<file path="config.mk">
export PLATFORM = sky130hd
export DESIGN_NAME = vsq_top
export DESIGN_NICKNAME = d
export VERILOG_FILES = /design/src/vsq_pkg.sv /design/src/vsq_core_if.sv /design/src/vsq_line_timer.sv /design/src/vsq_param_store.sv /design/src/vsq_top.sv
export SDC_FILE = /design/constraint.sdc
export NUM_CORES = 1
export LEC_CHECK = 0
export BUFFER_PORTS_ARGS = -buffer_cell sky130_fd_sc_hd__buf_2
export CAP_MARGIN = 0
export CORE_ASPECT_RATIO = 0.5
export CORE_UTILIZATION = 40
export DETAILED_ROUTE_END_ITERATION = 7
export GPL_TIMING_DRIVEN = 0
export HOLD_SLACK_MARGIN = 0.03
export SLEW_MARGIN = 40
export SYNTH_ARGS = -nofsm -noshare
export SYNTH_HDL_FRONTEND = slang
export SYNTH_SLANG_ARGS = --single-unit
</file>
<file path="constraint.sdc">
create_clock -name clk_sys_i -period 17.29 [get_ports clk_sys_i]
set_clock_uncertainty 0.05 [all_clocks]
set_input_delay 0.8645 -clock clk_sys_i [delete_from_list [all_inputs] [get_ports clk_sys_i]]
set_output_delay 0.8645 -clock clk_sys_i [all_outputs]
set_load 0.05 [all_outputs]
</file>
<file path="src/vsq_pkg.sv">
package vsq_pkg;
  localparam int VSQ_DW = 26;
  localparam int VSQ_AW = 4;
  localparam int VSQ_NREG = 10;
  localparam int VSQ_PW = 13;
  localparam int VSQ_NCH = 13;
  localparam int VSQ_SELW = 5;
  localparam int VSQ_NTOG = 6;
  // Register indexes
  localparam int VSQ_LINE_REG = 0;
  localparam int VSQ_POL_REG = 1;
  localparam int VSQ_GSEL_REG = 2;
  localparam int VSQ_B_POS_REG = 3;
  localparam int VSQ_A_POS_REG = 4;
  localparam int VSQ_B_REP_REG = 5;
  localparam int VSQ_A_REP12_REG = 6;
  localparam int VSQ_A_REP34_REG = 7;
  localparam int VSQ_HOLD1_REG = 8;
  localparam int VSQ_HOLD2_REG = 9;
  // Field positions
  localparam int VSQ_LO_LSB = 0;
  localparam int VSQ_HI_LSB = 13;
  localparam int VSQ_REPW = 12;
  localparam int VSQ_MASK_LSB = 3;
  localparam int VSQ_ALT_LSB = 5;
  localparam int VSQ_ALTW = 3;
  localparam int VSQ_JOIN_BIT = 13;
  localparam int VSQ_PATB_LSB = 14;
  localparam int VSQ_PATA_LSB = 19;
  localparam int VSQ_AMODE_LSB = 24;
  localparam logic [25:0] VSQ_RESET_WORD = 26'h0000000;
  localparam logic [12:0] VSQ_ONE_POS = 13'h0001;
  localparam logic [1:0] VSQ_PHASE0 = 2'h0;
  localparam logic [1:0] VSQ_ONE_PHASE = 2'h1;
  typedef enum logic [1:0] {
    VSQ_MASK_OFF, VSQ_MASK_FIRST, VSQ_MASK_SECOND, VSQ_MASK_BOTH
  } vsq_mask_type;
  typedef enum logic [1:0] {VSQ_RUN, VSQ_HOLD1, VSQ_HOLD2} vsq_run_type;
  typedef enum logic [1:0] {VSQ_WAIT, VSQ_PLAY, VSQ_DONE} vsq_grp_type;
endpackage

</file>
<file path="src/vsq_core_if.sv">
`timescale 1ns/100ps
interface vsq_core_if;
  logic wr_en;
  logic rd_en;
  logic [vsq_pkg::VSQ_AW-1:0] wr_addr;
  logic [vsq_pkg::VSQ_AW-1:0] rd_addr;
  logic [vsq_pkg::VSQ_DW-1:0] wr_data;
  logic [vsq_pkg::VSQ_DW-1:0] rd_data;
  logic commit;
  logic [vsq_pkg::VSQ_NREG-1:0][vsq_pkg::VSQ_DW-1:0] word;
  logic [vsq_pkg::VSQ_PW-1:0] line_len;
  logic [1:0] alt_mode;
  logic [vsq_pkg::VSQ_PW-1:0] pix;
  logic line_last;
  logic line_odd;
  logic [1:0] phase;
  modport store(input wr_en, rd_en, wr_addr, rd_addr, wr_data, commit,
    output rd_data, word);
  modport timer(input line_len, alt_mode, commit,
    output pix, line_last, line_odd, phase);
  modport core(output wr_en, rd_en, wr_addr, rd_addr, wr_data, commit,
    line_len, alt_mode,
    input rd_data, word, pix, line_last, line_odd, phase);
endinterface

</file>
<file path="src/vsq_line_timer.sv">
`timescale 1ns/100ps
module vsq_line_timer (
  input wire logic clk_sys_i, // System clock
  input wire logic rst_i,     // Async reset
  vsq_core_if.timer tm        // Pixel and line position
);
  assign tm.line_last = (tm.pix == tm.line_len - vsq_pkg::VSQ_ONE_POS);

  always_ff @(posedge clk_sys_i or posedge rst_i) begin
    if (rst_i) begin
      tm.pix <= '0;
    end else if (tm.commit || tm.line_last) begin
      tm.pix <= '0;
    end else begin
      tm.pix <= tm.pix + vsq_pkg::VSQ_ONE_POS;
    end
  end

  // First line of a sequence counts as odd
  always_ff @(posedge clk_sys_i or posedge rst_i) begin
    if (rst_i) begin
      tm.line_odd <= 1'b1;
      tm.phase <= vsq_pkg::VSQ_PHASE0;
    end else if (tm.commit) begin
      tm.line_odd <= 1'b1;
      tm.phase <= vsq_pkg::VSQ_PHASE0;
    end else if (tm.line_last) begin
      tm.line_odd <= ~tm.line_odd;
      tm.phase <= (tm.phase >= tm.alt_mode) ? vsq_pkg::VSQ_PHASE0
                                            : tm.phase + vsq_pkg::VSQ_ONE_PHASE;
    end
  end
endmodule

</file>
<file path="src/vsq_param_store.sv">
`timescale 1ns/100ps
module vsq_param_store #(
  parameter int NREG = vsq_pkg::VSQ_NREG
) (
  input wire logic clk_sys_i, // System clock
  input wire logic rst_i,     // Async reset
  vsq_core_if.store st        // Shadow and active words
);
  logic [vsq_pkg::VSQ_DW-1:0] shadow [NREG];

  always_ff @(posedge clk_sys_i or posedge rst_i) begin
    if (rst_i) begin
      for (int i = 0; i < NREG; i++) begin
        shadow[i] <= vsq_pkg::VSQ_RESET_WORD;
      end
    end else if (st.wr_en && int'(st.wr_addr) < NREG) begin
      shadow[st.wr_addr] <= st.wr_data;
    end
  end

  // Active copy only moves at a boundary
  always_ff @(posedge clk_sys_i or posedge rst_i) begin
    if (rst_i) begin
      for (int i = 0; i < NREG; i++) begin
        st.word[i] <= vsq_pkg::VSQ_RESET_WORD;
      end
    end else if (st.commit) begin
      for (int i = 0; i < NREG; i++) begin
        st.word[i] <= shadow[i];
      end
    end
  end

  always_ff @(posedge clk_sys_i or posedge rst_i) begin
    if (rst_i) begin
      st.rd_data <= vsq_pkg::VSQ_RESET_WORD;
    end else if (st.rd_en) begin
      st.rd_data <= (int'(st.rd_addr) < NREG) ? shadow[st.rd_addr]
                                               : vsq_pkg::VSQ_RESET_WORD;
    end
  end
endmodule

</file>
<file path="src/vsq_top.sv">
`timescale 1ns/100ps
// Behaviour
// - Mask field: 0 none, 1 first pair, 2 second pair, 3 both pairs.
// - At an enabled hold position all thirteen vertical outputs keep level.
// - At the matching restart position outputs resume and finish the pattern.
// - Nonzero three-bit field enables blanking alternation, reusing fields.
// - Group A third and fourth counts become odd-line blanking toggles 1-2.
// - Hold1, restart1, hold2, restart2 become odd-line blanking toggles 3-6.
// - Line length field sets pixels per line.
// - Per-channel choice bit selects group A (0) or group B (1).
// - Combine bit merges both groups' toggles into one pattern.
// - Five-bit field picks the group B pattern.
// - Five-bit field picks the group A pattern.
// - Alternation field cycles group A counts over 1 to 4 lines.
// - Group B has a start position and a length.
// - Group A has a start position and a length.
// - Group B repeats by odd-line or even-line count.
// - Group A repeats by first to fourth line count.
module vsq_top #(
  parameter int NCH = vsq_pkg::VSQ_NCH
) (
  input wire logic clk_sys_i,                 // 200 MHz clock
  input wire logic rst_i,                     // Async reset, high
  input wire logic reg_wr_i,                  // Register write strobe
  input wire logic reg_rd_i,                  // Register read strobe
  input wire logic [3:0] reg_addr_i,          // Register index
  input wire logic [25:0] reg_data_i,         // Write data
  output logic [25:0] reg_rdata_o,            // Read data
  input wire logic sequence_change_boundary_i, // Boundary pulse
  input wire logic [NCH-1:0] pat_a_level_i,   // Group A pattern levels
  input wire logic [NCH-1:0] pat_b_level_i,   // Group B pattern levels
  output logic [NCH-1:0] vert_out_o,          // Vertical outputs
  output logic horizontal_blanking_o,         // Blanking output
  output logic [4:0] group_a_pattern_choice_o, // Group A pattern
  output logic [4:0] group_b_pattern_choice_o, // Group B pattern
  output logic [12:0] group_a_pos_o,          // Position in A pattern
  output logic [12:0] group_b_pos_o,          // Position in B pattern
  output logic line_odd_o                     // Current line is odd
);
  localparam int PW = vsq_pkg::VSQ_PW;
  localparam int HI = vsq_pkg::VSQ_HI_LSB;
  localparam int LO = vsq_pkg::VSQ_LO_LSB;

  vsq_core_if cfg();

  logic [PW-1:0] line_pixel_length;
  logic [2:0] blanking_alternation_enable;
  vsq_pkg::vsq_mask_type output_mask_select;
  logic [NCH-1:0] toggle_group_choice;
  logic join_on;
  logic [1:0] group_a_alternation_field;
  logic alt_on;
  logic restart;
  logic hold1_en;
  logic hold2_en;
  logic [PW-1:0] hold1_pos;
  logic [PW-1:0] restart1_pos;
  logic [PW-1:0] hold2_pos;
  logic [PW-1:0] restart2_pos;
  logic [PW-1:0] a_rep [4];
  logic [PW-1:0] rep_sel_a;
  logic [PW-1:0] grp_start [2];
  logic [PW-1:0] grp_len [2];
  logic [PW-1:0] grp_reps [2];
  vsq_pkg::vsq_grp_type grp_st [2];
  logic [PW-1:0] grp_pos [2];
  logic [PW-1:0] grp_cnt [2];
  vsq_pkg::vsq_run_type run_st;
  logic held;
  logic [NCH-1:0] lvl_a;
  logic [NCH-1:0] lvl_b;
  logic [NCH-1:0] lvl;
  logic [PW-1:0] tog [vsq_pkg::VSQ_NTOG];
  logic [vsq_pkg::VSQ_NTOG-1:0] tog_hit;

  // Register port and shadow storage
  assign cfg.wr_en = reg_wr_i;
  assign cfg.rd_en = reg_rd_i;
  assign cfg.wr_addr = reg_addr_i;
  assign cfg.rd_addr = reg_addr_i;
  assign cfg.wr_data = reg_data_i;
  assign cfg.commit = sequence_change_boundary_i;
  assign reg_rdata_o = cfg.rd_data;

  vsq_param_store #(.NREG(vsq_pkg::VSQ_NREG)) u_store (
    .clk_sys_i(clk_sys_i),
    .rst_i(rst_i),
    .st(cfg.store)
  );

  vsq_line_timer u_timer (
    .clk_sys_i(clk_sys_i),
    .rst_i(rst_i),
    .tm(cfg.timer)
  );

  // Active field decode
  assign line_pixel_length =
    cfg.word[vsq_pkg::VSQ_LINE_REG][HI +: PW];
  assign cfg.line_len = line_pixel_length;
  assign output_mask_select = vsq_pkg::vsq_mask_type'(
    cfg.word[vsq_pkg::VSQ_LINE_REG][vsq_pkg::VSQ_MASK_LSB +: 2]);
  assign blanking_alternation_enable =
    cfg.word[vsq_pkg::VSQ_LINE_REG][vsq_pkg::VSQ_ALT_LSB +: vsq_pkg::VSQ_ALTW];
  assign alt_on = |blanking_alternation_enable;
  assign toggle_group_choice =
    cfg.word[vsq_pkg::VSQ_GSEL_REG][LO +: NCH];
  assign join_on =
    cfg.word[vsq_pkg::VSQ_GSEL_REG][vsq_pkg::VSQ_JOIN_BIT];
  assign group_a_alternation_field =
    cfg.word[vsq_pkg::VSQ_GSEL_REG][vsq_pkg::VSQ_AMODE_LSB +: 2];
  assign cfg.alt_mode = group_a_alternation_field;
  assign group_b_pattern_choice_o = cfg.word[vsq_pkg::VSQ_GSEL_REG]
    [vsq_pkg::VSQ_PATB_LSB +: vsq_pkg::VSQ_SELW];
  assign group_a_pattern_choice_o = cfg.word[vsq_pkg::VSQ_GSEL_REG]
    [vsq_pkg::VSQ_PATA_LSB +: vsq_pkg::VSQ_SELW];
  assign hold1_pos = cfg.word[vsq_pkg::VSQ_HOLD1_REG][LO +: PW];
  assign restart1_pos = cfg.word[vsq_pkg::VSQ_HOLD1_REG][HI +: PW];
  assign hold2_pos = cfg.word[vsq_pkg::VSQ_HOLD2_REG][LO +: PW];
  assign restart2_pos = cfg.word[vsq_pkg::VSQ_HOLD2_REG][HI +: PW];
  assign line_odd_o = cfg.line_odd;

  // Group start, length and counts; index 0 is A, 1 is B
  assign grp_start[0] = cfg.word[vsq_pkg::VSQ_A_POS_REG][LO +: PW];
  assign grp_len[0] = cfg.word[vsq_pkg::VSQ_A_POS_REG][HI +: PW];
  assign grp_start[1] = cfg.word[vsq_pkg::VSQ_B_POS_REG][LO +: PW];
  assign grp_len[1] = cfg.word[vsq_pkg::VSQ_B_POS_REG][HI +: PW];
  assign a_rep[0] = {1'b0,
    cfg.word[vsq_pkg::VSQ_A_REP12_REG][LO +: vsq_pkg::VSQ_REPW]};
  assign a_rep[1] = {1'b0,
    cfg.word[vsq_pkg::VSQ_A_REP12_REG][HI +: vsq_pkg::VSQ_REPW]};
  assign a_rep[2] = cfg.word[vsq_pkg::VSQ_A_REP34_REG][LO +: PW];
  assign a_rep[3] = cfg.word[vsq_pkg::VSQ_A_REP34_REG][HI +: PW];

  // Under blanking alternation the third and fourth counts are toggle
  // positions, so lines three and four fall back to the first two counts
  always_comb begin
    unique case (cfg.phase)
      2'h0: rep_sel_a = a_rep[0];
      2'h1: rep_sel_a = a_rep[1];
      2'h2: rep_sel_a = alt_on ? a_rep[0] : a_rep[2];
      2'h3: rep_sel_a = alt_on ? a_rep[1] : a_rep[3];
    endcase
  end
  assign grp_reps[0] = rep_sel_a;
  assign grp_reps[1] = {1'b0, cfg.line_odd
    ? cfg.word[vsq_pkg::VSQ_B_REP_REG][LO +: vsq_pkg::VSQ_REPW]
    : cfg.word[vsq_pkg::VSQ_B_REP_REG][HI +: vsq_pkg::VSQ_REPW]};

  assign restart = sequence_change_boundary_i | cfg.line_last;

  // Group sequencers: wait for start, play len pixels reps times
  for (genvar g = 0; g < 2; g++) begin : g_grp
    always_ff @(posedge clk_sys_i or posedge rst_i) begin
      if (rst_i) begin
        grp_st[g] <= vsq_pkg::VSQ_WAIT;
        grp_pos[g] <= '0;
        grp_cnt[g] <= '0;
      end else if (restart) begin
        grp_st[g] <= vsq_pkg::VSQ_WAIT;
        grp_pos[g] <= '0;
        grp_cnt[g] <= '0;
      end else begin
        unique case (grp_st[g])
          vsq_pkg::VSQ_WAIT: begin
            if (cfg.pix == grp_start[g] && grp_len[g] != '0 &&
                grp_reps[g] != '0) begin
              grp_st[g] <= vsq_pkg::VSQ_PLAY;
            end
          end
          vsq_pkg::VSQ_PLAY: begin
            // A hold stalls the pattern so it finishes after restart
            if (!held) begin
              if (grp_pos[g] == grp_len[g] - vsq_pkg::VSQ_ONE_POS) begin
                grp_pos[g] <= '0;
                if (grp_cnt[g] >= grp_reps[g] - vsq_pkg::VSQ_ONE_POS) begin
                  grp_st[g] <= vsq_pkg::VSQ_DONE;
                end else begin
                  grp_cnt[g] <= grp_cnt[g] + vsq_pkg::VSQ_ONE_POS;
                end
              end else begin
                grp_pos[g] <= grp_pos[g] + vsq_pkg::VSQ_ONE_POS;
              end
            end
          end
          vsq_pkg::VSQ_DONE: begin
          end
          default: grp_st[g] <= vsq_pkg::VSQ_WAIT;
        endcase
      end
    end

  end

  assign group_a_pos_o = grp_pos[0];
  assign group_b_pos_o = grp_pos[1];

  // Hold and restart; toggle-position reuse disables the pairs
  assign hold1_en = !alt_on && (output_mask_select == vsq_pkg::VSQ_MASK_FIRST
    || output_mask_select == vsq_pkg::VSQ_MASK_BOTH);
  assign hold2_en = !alt_on && (output_mask_select == vsq_pkg::VSQ_MASK_SECOND
    || output_mask_select == vsq_pkg::VSQ_MASK_BOTH);

  always_ff @(posedge clk_sys_i or posedge rst_i) begin
    if (rst_i) begin
      run_st <= vsq_pkg::VSQ_RUN;
    end else if (restart) begin
      run_st <= vsq_pkg::VSQ_RUN;
    end else begin
      unique case (run_st)
        vsq_pkg::VSQ_RUN: begin
          if (hold1_en && cfg.pix == hold1_pos) begin
            run_st <= vsq_pkg::VSQ_HOLD1;
          end else if (hold2_en && cfg.pix == hold2_pos) begin
            run_st <= vsq_pkg::VSQ_HOLD2;
          end
        end
        vsq_pkg::VSQ_HOLD1: begin
          if (cfg.pix == restart1_pos) begin
            run_st <= vsq_pkg::VSQ_RUN;
          end
        end
        vsq_pkg::VSQ_HOLD2: begin
          if (cfg.pix == restart2_pos) begin
            run_st <= vsq_pkg::VSQ_RUN;
          end
        end
        default: run_st <= vsq_pkg::VSQ_RUN;
      endcase
    end
  end
  assign held = (run_st != vsq_pkg::VSQ_RUN);

  // Pattern levels, gated to the pixels where each group plays
  assign lvl_a = pat_a_level_i & {NCH{grp_st[0] == vsq_pkg::VSQ_PLAY}};
  assign lvl_b = pat_b_level_i & {NCH{grp_st[1] == vsq_pkg::VSQ_PLAY}};

  for (genvar c = 0; c < NCH; c++) begin : g_ch
    always_comb begin
      if (join_on) begin
        lvl[c] = lvl_a[c] ^ lvl_b[c];
      end else begin
        lvl[c] = toggle_group_choice[c] ? lvl_b[c] : lvl_a[c];
      end
    end
  end

  always_ff @(posedge clk_sys_i or posedge rst_i) begin
    if (rst_i) begin
      vert_out_o <= '0;
    end else if (!held) begin
      vert_out_o <= lvl;
    end
  end

  // Odd-line blanking toggles from the reused fields; even-line
  // toggles live elsewhere, so even lines stay low here
  assign tog[0] = a_rep[2];
  assign tog[1] = a_rep[3];
  assign tog[2] = hold1_pos;
  assign tog[3] = restart1_pos;
  assign tog[4] = hold2_pos;
  assign tog[5] = restart2_pos;

  for (genvar t = 0; t < vsq_pkg::VSQ_NTOG; t++) begin : g_tog
    assign tog_hit[t] = (cfg.pix == tog[t]);
  end

  always_ff @(posedge clk_sys_i or posedge rst_i) begin
    if (rst_i) begin
      horizontal_blanking_o <= 1'b0;
    end else if (restart) begin
      horizontal_blanking_o <= 1'b0;
    end else if (alt_on && cfg.line_odd && (|tog_hit)) begin
      horizontal_blanking_o <= ~horizontal_blanking_o;
    end
  end
endmodule
</file>
# Yosys cells after proc, flatten, opt, wreduce, memory -nomap -nowiden

Cells that the tools add are included.

Equality and inequality tests: 39
Add/sub/neg operators: 11
Bitwise operators: 19
Reductions and logical operators: 40
$lt $le $gt $ge: 6
Multiplexer cells: 81

Operator list:

| kind                                                                 | number |
|---|---|
| 13-bit two-way mux                                                   | 21 |
| 260-bit bitwise mux                                                  | 1 |
| 13-bit == test                                                       | 11 |
| 26-bit binary-select mux with 4-bit select                           | 1 |
| 26-bit demux with 4-bit select                                       | 1 |
| 26-bit two-way mux                                                   | 4 |
| 13-bit by 1-bit adder with 13-bit output, second input constant      | 5 |
| 13-bit case mux with 4 select lines                                  | 1 |
| 13-bit nonzero test                                                  | 4 |
| 13-bit by 1-bit subtractor with 13-bit output, second input constant | 4 |
| 2-bit two-way mux                                                    | 18 |
| 1-bit two-way mux                                                    | 30 |
| 3-bit inequality test, second input constant                         | 10 |
| 13-bit bitwise AND                                                   | 2 |
| 13-bit greater-or-equal comparator                                   | 2 |
| 2-bit case mux with 3 select lines                                   | 3 |
| 2-bit == test, second input constant                                 | 7 |
| 2-bit nonzero test                                                   | 7 |
| 12-bit by 1-bit subtractor with 13-bit output, second input constant | 1 |
| 1-bit bitwise XOR                                                    | 13 |
| 1-bit logical AND                                                    | 12 |
| 12-bit two-way mux                                                   | 1 |
| 2-bit by 1-bit == test with 1-bit output, second input constant      | 5 |
| 2-bit inequality test, second input constant                         | 5 |
| other kinds (18)                                                     | 27 |

Logic and storage cells: 228
Input bits: 61
Flip-flop bits (word level): 606
Output and inout bits: 77

# Logic depth before layout (Yosys ltp)

Depth after elaboration: 10
Depth in mapped cells: 20

# Hierarchy

A second synthesis with hierarchy kept.

Cell total of the unflattened synthesis: 2605
Area, all modules: 31666.6 µm²

Modules (own cells, without submodules):

| module          | cells each | area each (µm²) | seq. area each (µm²) | instances |
|---|---|---|---|---|
| vsq_param_store | 1494       | 22720.5         | 13663.1              | 1 |
| vsq_top         | 963        | 7639.8          | 1801.7               | 1 |
| vsq_line_timer  | 148        | 1306.3          | 401.6                | 1 |

# Worst setup path before layout

OpenSTA, ideal clock, no wires.

Kind: register -> register
Start: reg u_timer.tm.phase[0]
End: reg grp_cnt[16] (netlist name)
Path buffers: 1
Stages on the path, launching flop included: 21
Arrival time: 4391 ps
Setup slack: 12771 ps
Period minus slack after synthesis: 4519 ps
Data required time: 17162 ps
Setup time: 78 ps
Path through: dfrtp_1 inv_1 ha_1 o31a_1 or2_2 buf_2 a222oi_1 ha_1 nand2_1 or4_1 nand2b_1 xnor2_1 ha_1 nand4_1 or4_1 o211ai_1 a21oi_1 nand2_1 nor3_1 a21bo_2 a21oi_1

Cells in the longest elaborated chain, start to end: 6
Elaborated cells on any way between the ends: 9
Classes of those cells: 1 x add/sub; 1 x order compare; 4 x eq/ne; 1 x mux; 2 x reduce/logical

RTL lines:

| element                                         | RTL line             | source |
|---|---|---|
| start, declared                                 | vsq_core_if.sv:20    | `output pix, line_last, line_odd, phase);` |
| start signal, assigned                          | vsq_line_timer.sv:23 | `tm.phase <= vsq_pkg::VSQ_PHASE0;` |
| start signal, assigned                          | vsq_line_timer.sv:26 | `tm.phase <= vsq_pkg::VSQ_PHASE0;` |
| start signal, assigned                          | vsq_line_timer.sv:29 | `tm.phase <= (tm.phase >= tm.alt_mode) ? vsq_pkg::VSQ_PHASE0` |
| 2-bit == test (tied with other cells)           | vsq_top.sv:138       | `unique case (cfg.phase)` |
| 13-bit case mux with 4 select lines *           | vsq_top.sv:138       |  |
| 13-bit by 1-bit subtractor with 13-bit output * | vsq_top.sv:176       | `if (grp_cnt[g] >= grp_reps[g] - vsq_pkg::VSQ_ONE_POS) begin` |
| 13-bit greater-or-equal comparator *            | vsq_top.sv:176       |  |
| 2-bit inequality test (no source line) *        | n/a                  |  |
| 4-bit AND reduction (no source line) *          | n/a                  |  |
| end signal, assigned by index                   | vsq_top.sv:179       | `grp_cnt[g] <= grp_cnt[g] + vsq_pkg::VSQ_ONE_POS;` |
| end, declared                                   | vsq_top.sv:67        | `logic [PW-1:0] grp_cnt [2];` |

Every way passes the cells marked *; elsewhere a longest branch is shown, timed or not.
A chain may end at the register's enable or synchronous reset.

# Worst setup path after layout

Start: reg u_store.st.word[5]
End: reg grp_cnt[25] (netlist name)

Cells in the longest elaborated chain, start to end: 7
Elaborated cells on any way between the ends: 8
Classes of those cells: 1 x add/sub; 1 x order compare; 1 x eq/ne; 3 x mux; 2 x reduce/logical

RTL lines:

| element                                         | RTL line                       | source |
|---|---|---|
| start, declared                                 | vsq_core_if.sv:18              | `output rd_data, word);` |
| start signal, assigned by index                 | vsq_param_store.sv:25          | `st.word[i] <= vsq_pkg::VSQ_RESET_WORD;` |
| start signal, assigned by index                 | vsq_param_store.sv:29          | `st.word[i] <= shadow[i];` |
| 3-bit OR reduction *                            | vsq_top.sv:105                 | `assign alt_on = \|blanking_alternation_enable;` |
| 13-bit two-way mux, on equally long branches    | vsq_top.sv:142, vsq_top.sv:141 |  |
| 13-bit case mux with 4 select lines *           | vsq_top.sv:138                 |  |
| 13-bit by 1-bit subtractor with 13-bit output * | vsq_top.sv:176                 |  |
| 13-bit greater-or-equal comparator *            | vsq_top.sv:176                 |  |
| 2-bit inequality test (no source line) *        | n/a                            |  |
| 4-bit AND reduction (no source line) *          | n/a                            |  |

Marks and branches as above.

==> flow_summary.html <==
<table>
<tr><th>Metric</th><th>Value</th></tr>
<tr><th colspan="2">Status</th></tr>
<tr><td>Status</td><td>completed</td></tr>
<tr><th colspan="2">Setup path</th></tr>
<tr><td>Startpoint kind of the worst setup timing path</td><td>flip-flop</td></tr>
<tr><td>Setup Crit Path Kind</td><td>reg2reg</td></tr>
<tr><td>Kind of capture point of the worst setup path</td><td>flip-flop</td></tr>
<tr><td>Reg-to-reg slack, setup</td><td>11.76 ns</td></tr>
<tr><td>Worst Path Arrival</td><td>5.97 ns</td></tr>
<tr><td>Worst Path Required</td><td>17.73 ns</td></tr>
<tr><td>CP max FO</td><td>8</td></tr>
<tr><th colspan="2">Global route</th></tr>
<tr><td>Maximum number of pins on one net before global-route repair</td><td>27</td></tr>
<tr><td>Total track usage</td><td>25.1%</td></tr>
<tr><td>M1 GR Usage</td><td>37.4%</td></tr>
<tr><td>Congestion Overflow GR</td><td>0</td></tr>
<tr><td>Met2 usage</td><td>35.1%</td></tr>
<tr><td>First-pass GRT wire length</td><td>140000 µm</td></tr>
<tr><td>Met3 global-route usage</td><td>7.82%</td></tr>
<tr><td>Antenna violations before repair</td><td>4</td></tr>
<tr><td>Global routing's busiest layer</td><td>met1</td></tr>
<tr><td>Number of global-route vias before repair</td><td>20400</td></tr>
<tr><th colspan="2">Clocking</th></tr>
<tr><td>Clock buffer depth</td><td>3</td></tr>
<tr><td>Number of hold buffers added after cts</td><td>0</td></tr>
<tr><td>Htree depth</td><td>2</td></tr>
<tr><td>Clock Latency Late Sink</td><td>0.64 ns</td></tr>
<tr><td>Root cell of the clock tree</td><td>sky130_fd_sc_hd__clkbuf_16</td></tr>
<tr><td>Postcts setup bufs</td><td>0</td></tr>
<tr><td>TritonCTS clock tree</td><td>done</td></tr>
<tr><td>Clock Pin Slew Worst Setup and Hold Paths</td><td>0.07 ns</td></tr>
<tr><td>Cts bufs inserted</td><td>55</td></tr>
<tr><td>Sink Count</td><td>596</td></tr>
<tr><td>Resize count post-CTS</td><td>0</td></tr>
<tr><th colspan="2">Synth</th></tr>
<tr><td>Post-Synthesis Cells</td><td>2430</td></tr>
<tr><td>Mean instance size in the synthesized netlist</td><td>12.2 µm²</td></tr>
<tr><td>Unique cell type count in the Yosys netlist</td><td>79</td></tr>
<tr><td>Netlist Area Pre-Place</td><td>0.0297 mm²</td></tr>
<tr><td>Sequential-to-total area share from yosys stat</td><td>50.2%</td></tr>
<tr><td>Post-synth EDFFs</td><td>0</td></tr>
<tr><td>Post-Syn Nets</td><td>2536</td></tr>
<tr><td>Register bit total from synthesis</td><td>596</td></tr>
<tr><td>Yosys synthesis warning count</td><td>0</td></tr>
<tr><td>Ys async rst share</td><td>100%</td></tr>
<tr><td>Most frequently used flop master after synthesis</td><td>sky130_fd_sc_hd__dfrtp_1</td></tr>
<tr><th colspan="2">Floorplan</th></tr>
<tr><td>Height of the chip</td><td>195 µm</td></tr>
<tr><td>Chip Width</td><td>387 µm</td></tr>
<tr><td>Boundary Pins</td><td>138</td></tr>
<tr><td>Effective utilization at floorplan</td><td>40.6%</td></tr>
<tr><td>Overall die area</td><td>0.0754 mm²</td></tr>
<tr><td>Number of placement rows</td><td>70</td></tr>
<tr><td>CORE AREA</td><td>0.0732 mm²</td></tr>
<tr><th colspan="2">Route</th></tr>
<tr><td>Post-DRT Antenna Nets</td><td>0</td></tr>
<tr><td>Routed wire length</td><td>93800 µm</td></tr>
<tr><td>Routed length per placed instance</td><td>25.7 µm</td></tr>
<tr><td>Average vias per placed instance</td><td>5.76</td></tr>
<tr><td>Total vias in the final route</td><td>21000</td></tr>
<tr><td>Total iterations of the first detailed-routing run</td><td>6</td></tr>
<tr><td>Remaining routing DRC violations</td><td>0</td></tr>
<tr><td>DR iter-0 viols</td><td>2037</td></tr>
<tr><th colspan="2">Pwr</th></tr>
<tr><td>Total power divided by cell area</td><td>122 mW/mm²</td></tr>
<tr><td>Switching share of power</td><td>31.8%</td></tr>
<tr><td>Internal portion of total power</td><td>2.85 mW</td></tr>
<tr><td>Clock power share</td><td>30.0%</td></tr>
<tr><td>Sequential group share of total power</td><td>47.7%</td></tr>
<tr><td>Portion of total power attributed to combinational logic</td><td>22.3%</td></tr>
<tr><td>Largest vdd supply drop</td><td>0.0843 mV</td></tr>
<tr><td>Switching power summed over all nets</td><td>1.33 mW</td></tr>
<tr><td>Leakage</td><td>14.7 nW</td></tr>
<tr><th colspan="2">Cells and area</th></tr>
<tr><td>Area occupied by registers</td><td>0.0149 mm²</td></tr>
<tr><td>Synth-to-Final Area Change</td><td>14.9%</td></tr>
<tr><td>Area occupied by multi-input gates</td><td>0.0139 mm²</td></tr>
<tr><td>Layout filler cell count</td><td>6718</td></tr>
<tr><td>Post-layout net count</td><td>2732</td></tr>
<tr><td>Area of all placed cells without fillers</td><td>0.0341 mm²</td></tr>
<tr><td>Share of layout cells above drive strength 1</td><td>32.0%</td></tr>
<tr><th colspan="2">Timing</th></tr>
<tr><td>Hold Fails Final Rpt</td><td>0</td></tr>
<tr><td>Final critical-path required period</td><td>5.53 ns</td></tr>
<tr><td>Highest achievable clock rate</td><td>181 MHz</td></tr>
<tr><td>Unrepaired setup endpoints after global routing</td><td>false</td></tr>
<tr><td>Setup TNS Final</td><td>0 ns</td></tr>
<tr><td>Final setup fails</td><td>0</td></tr>
<tr><td>Pins Over Slew Limit</td><td>0</td></tr>
<tr><td>Slew @ Worst Pin</td><td>0.909 ns</td></tr>
<tr><td>Period Utilization, post-route</td><td>32.0%</td></tr>
<tr><td>Worst slew slack as a fraction of its limit</td><td>39.4%</td></tr>
<tr><th colspan="2">Place</th></tr>
<tr><td>IO Port Bufs</td><td>108</td></tr>
<tr><td>Total placed instance area</td><td>0.0323 mm²</td></tr>
<tr><td>Gp weighted congestion</td><td>0.937</td></tr>
<tr><td>Detailed placement HPWL</td><td>70800 µm</td></tr>
<tr><th colspan="2">Hold path</th></tr>
<tr><td>Kind of path behind the tightest hold check</td><td>in2async</td></tr>
<tr><th colspan="2">Run</th></tr>
<tr><td>Maximum capacitance violations</td><td>0</td></tr>
</table>
-- cell usage after synthesis (30+ instances only) --
library cell,number,share of area [%]
sky130_fd_sc_hd__ha_1,45,1.9
sky130_fd_sc_hd__dfrtp_1,595,50
sky130_fd_sc_hd__nor2_1,87,1.1
sky130_fd_sc_hd__buf_1,43,0.54
sky130_fd_sc_hd__xnor2_1,97,2.9
sky130_fd_sc_hd__mux2_2,480,18
sky130_fd_sc_hd__o21ai_0,68,1.1
sky130_fd_sc_hd__nand3_1,64,1.1
sky130_fd_sc_hd__nor4_1,30,0.63
sky130_fd_sc_hd__clkbuf_1,100,1.3
sky130_fd_sc_hd__inv_1,56,0.71
sky130_fd_sc_hd__a22o_1,31,0.91
sky130_fd_sc_hd__a21oi_1,58,0.98
sky130_fd_sc_hd__mux4_2,52,3.9
sky130_fd_sc_hd__nand2_1,126,1.6
sky130_fd_sc_hd__xor2_1,102,3.0
-- routing by layer --
metal  routed length, µm  vias up
met5                 177        -
met4                1880        4
met3                9030      112
met2               38600      705
met1               44100    10900
li1                    -     9268
-- sequential cells by signal (all words and copies together), names as in the netlist --
name	count
u_timer.tm.phase	2
horizontal_blanking_o	1
grp_cnt	26
group_a_pos_o	13
grp_st	4
vert_out_o	13
u_store.st.word	222
u_store.shadow	260
group_b_pos_o	13
u_store.st.rd_data	26
u_timer.tm.line_odd	1
u_timer.tm.pix	13
run_st	2
-- area by class of cell --
class | count | share of cell area [%]
Clock buffer | 86 | 4.91
Sequential cell | 596 | 43.7
Clock inverter | 13 | 0.381
Tap cell | 972 | 3.57
Antenna cell | 3 | 0.0220
Multi-Input combinational cell | 1612 | 40.9
Inverter | 56 | 0.627
Buffer | 166 | 2.14
Timing Repair Buffer | 139 | 3.76
-- power groups by stage --
stage	Sequential, mW	Clock, mW	Combinational, mW
floorplan	1.90	0	0.687
global placement	2.00	0	0.885
detailed placement	2.01	0	0.926
CTS	1.98	1.27	0.931
global route	2.03	1.33	1.01
finish	1.99	1.25	0.932
-- cells by family (layout without fill, tap and decap cells) --
group / after synthesis / in the layout / share of synthesized area [%]
multiplexers: 548 / 548 / 22.7
XOR/XNOR: 201 / 201 / 6.03
flip-flops: 596 / 596 / 50.2
AND/OR/NAND/NOR: 507 / 507 / 8.98
adder cells (fa/ha/maj): 45 / 45 / 1.90
AO/OA/AOI/OAI: 311 / 311 / 7.16
buffers and inverters: 222 / 460 / 2.99
other: 0 / 3 / 0
-- worst max-delay path, cell delays in order, from the launching register on --
cell,delay [ns]
sky130_fd_sc_hd__dfrtp_1,0.44
sky130_fd_sc_hd__or3_1,0.38
sky130_fd_sc_hd__clkbuf_1,0.28
sky130_fd_sc_hd__a21oi_1,0.24
sky130_fd_sc_hd__nor2_1,0.09
sky130_fd_sc_hd__a222oi_1,0.49
sky130_fd_sc_hd__ha_1,0.28
sky130_fd_sc_hd__nand2_1,0.10
sky130_fd_sc_hd__or4_1,0.64
sky130_fd_sc_hd__nand2b_1,0.21
sky130_fd_sc_hd__xnor2_1,0.14
sky130_fd_sc_hd__ha_1,0.31
sky130_fd_sc_hd__o21a_1,0.12
sky130_fd_sc_hd__o21bai_1,0.19
sky130_fd_sc_hd__o211ai_1,0.13
sky130_fd_sc_hd__a21oi_1,0.32
sky130_fd_sc_hd__nand3_1,0.37
sky130_fd_sc_hd__nor4_1,0.40
sky130_fd_sc_hd__xnor2_1,0.16
sky130_fd_sc_hd__nor2_1,0.05
-- cells in the final DEF (no fill, tap or decap), drive strengths merged, types with 21 or more instances in the layout --
cell      n
a221oi   26
xor2    102
a22o     31
mux2    480
buf     204
nor2     88
dfrtp   595
ha       45
nor4     33
o21ai    69
and3     21
nand4    30
nor3     31
clkbuf  187
inv      60
mux4     52
a21oi    58
xnor2    97
o22ai    29
nand2   126
nand3    64
or3      24
-- path summary, 6_finish.rpt --
path,from,endpoint,depth (start not counted)
min in group clk_sys_i,vert_out_o[7],vert_out_o[7],2
worst min-delay path,rst_i,group_b_pos_o[4],2
max in group asynchronous,rst_i,vert_out_o[6],9
worst min register to register,vert_out_o[7],vert_out_o[7],2
worst max-delay path,u_store.st.word[5],grp_cnt[25],19
worst max register to register,u_store.st.word[5],grp_cnt[25],19
-- per-stage QoR --
stage / hold WS, ns / total power [mW] / util, % / setup slack, ns / std cells
6_report: 0.120 / 4.18 / 46.6 / 11.76 / 3643
5_1_grt: 0.118 / 4.36 / 46.6 / 11.51 / 3641
4_1_cts: 0.105 / 4.18 / 46.6 / 11.83 / 3640
3_5_place_dp: 0.421 / 2.93 / 44.1 / 11.86 / 3541
3_3_place_gp: 0.417 / 2.88 / 43.0 / 4.50 / 3510
2_1_floorplan: 0.411 / 2.59 / - / 8.25 / 2430
(Power assumes the default switching activity.)
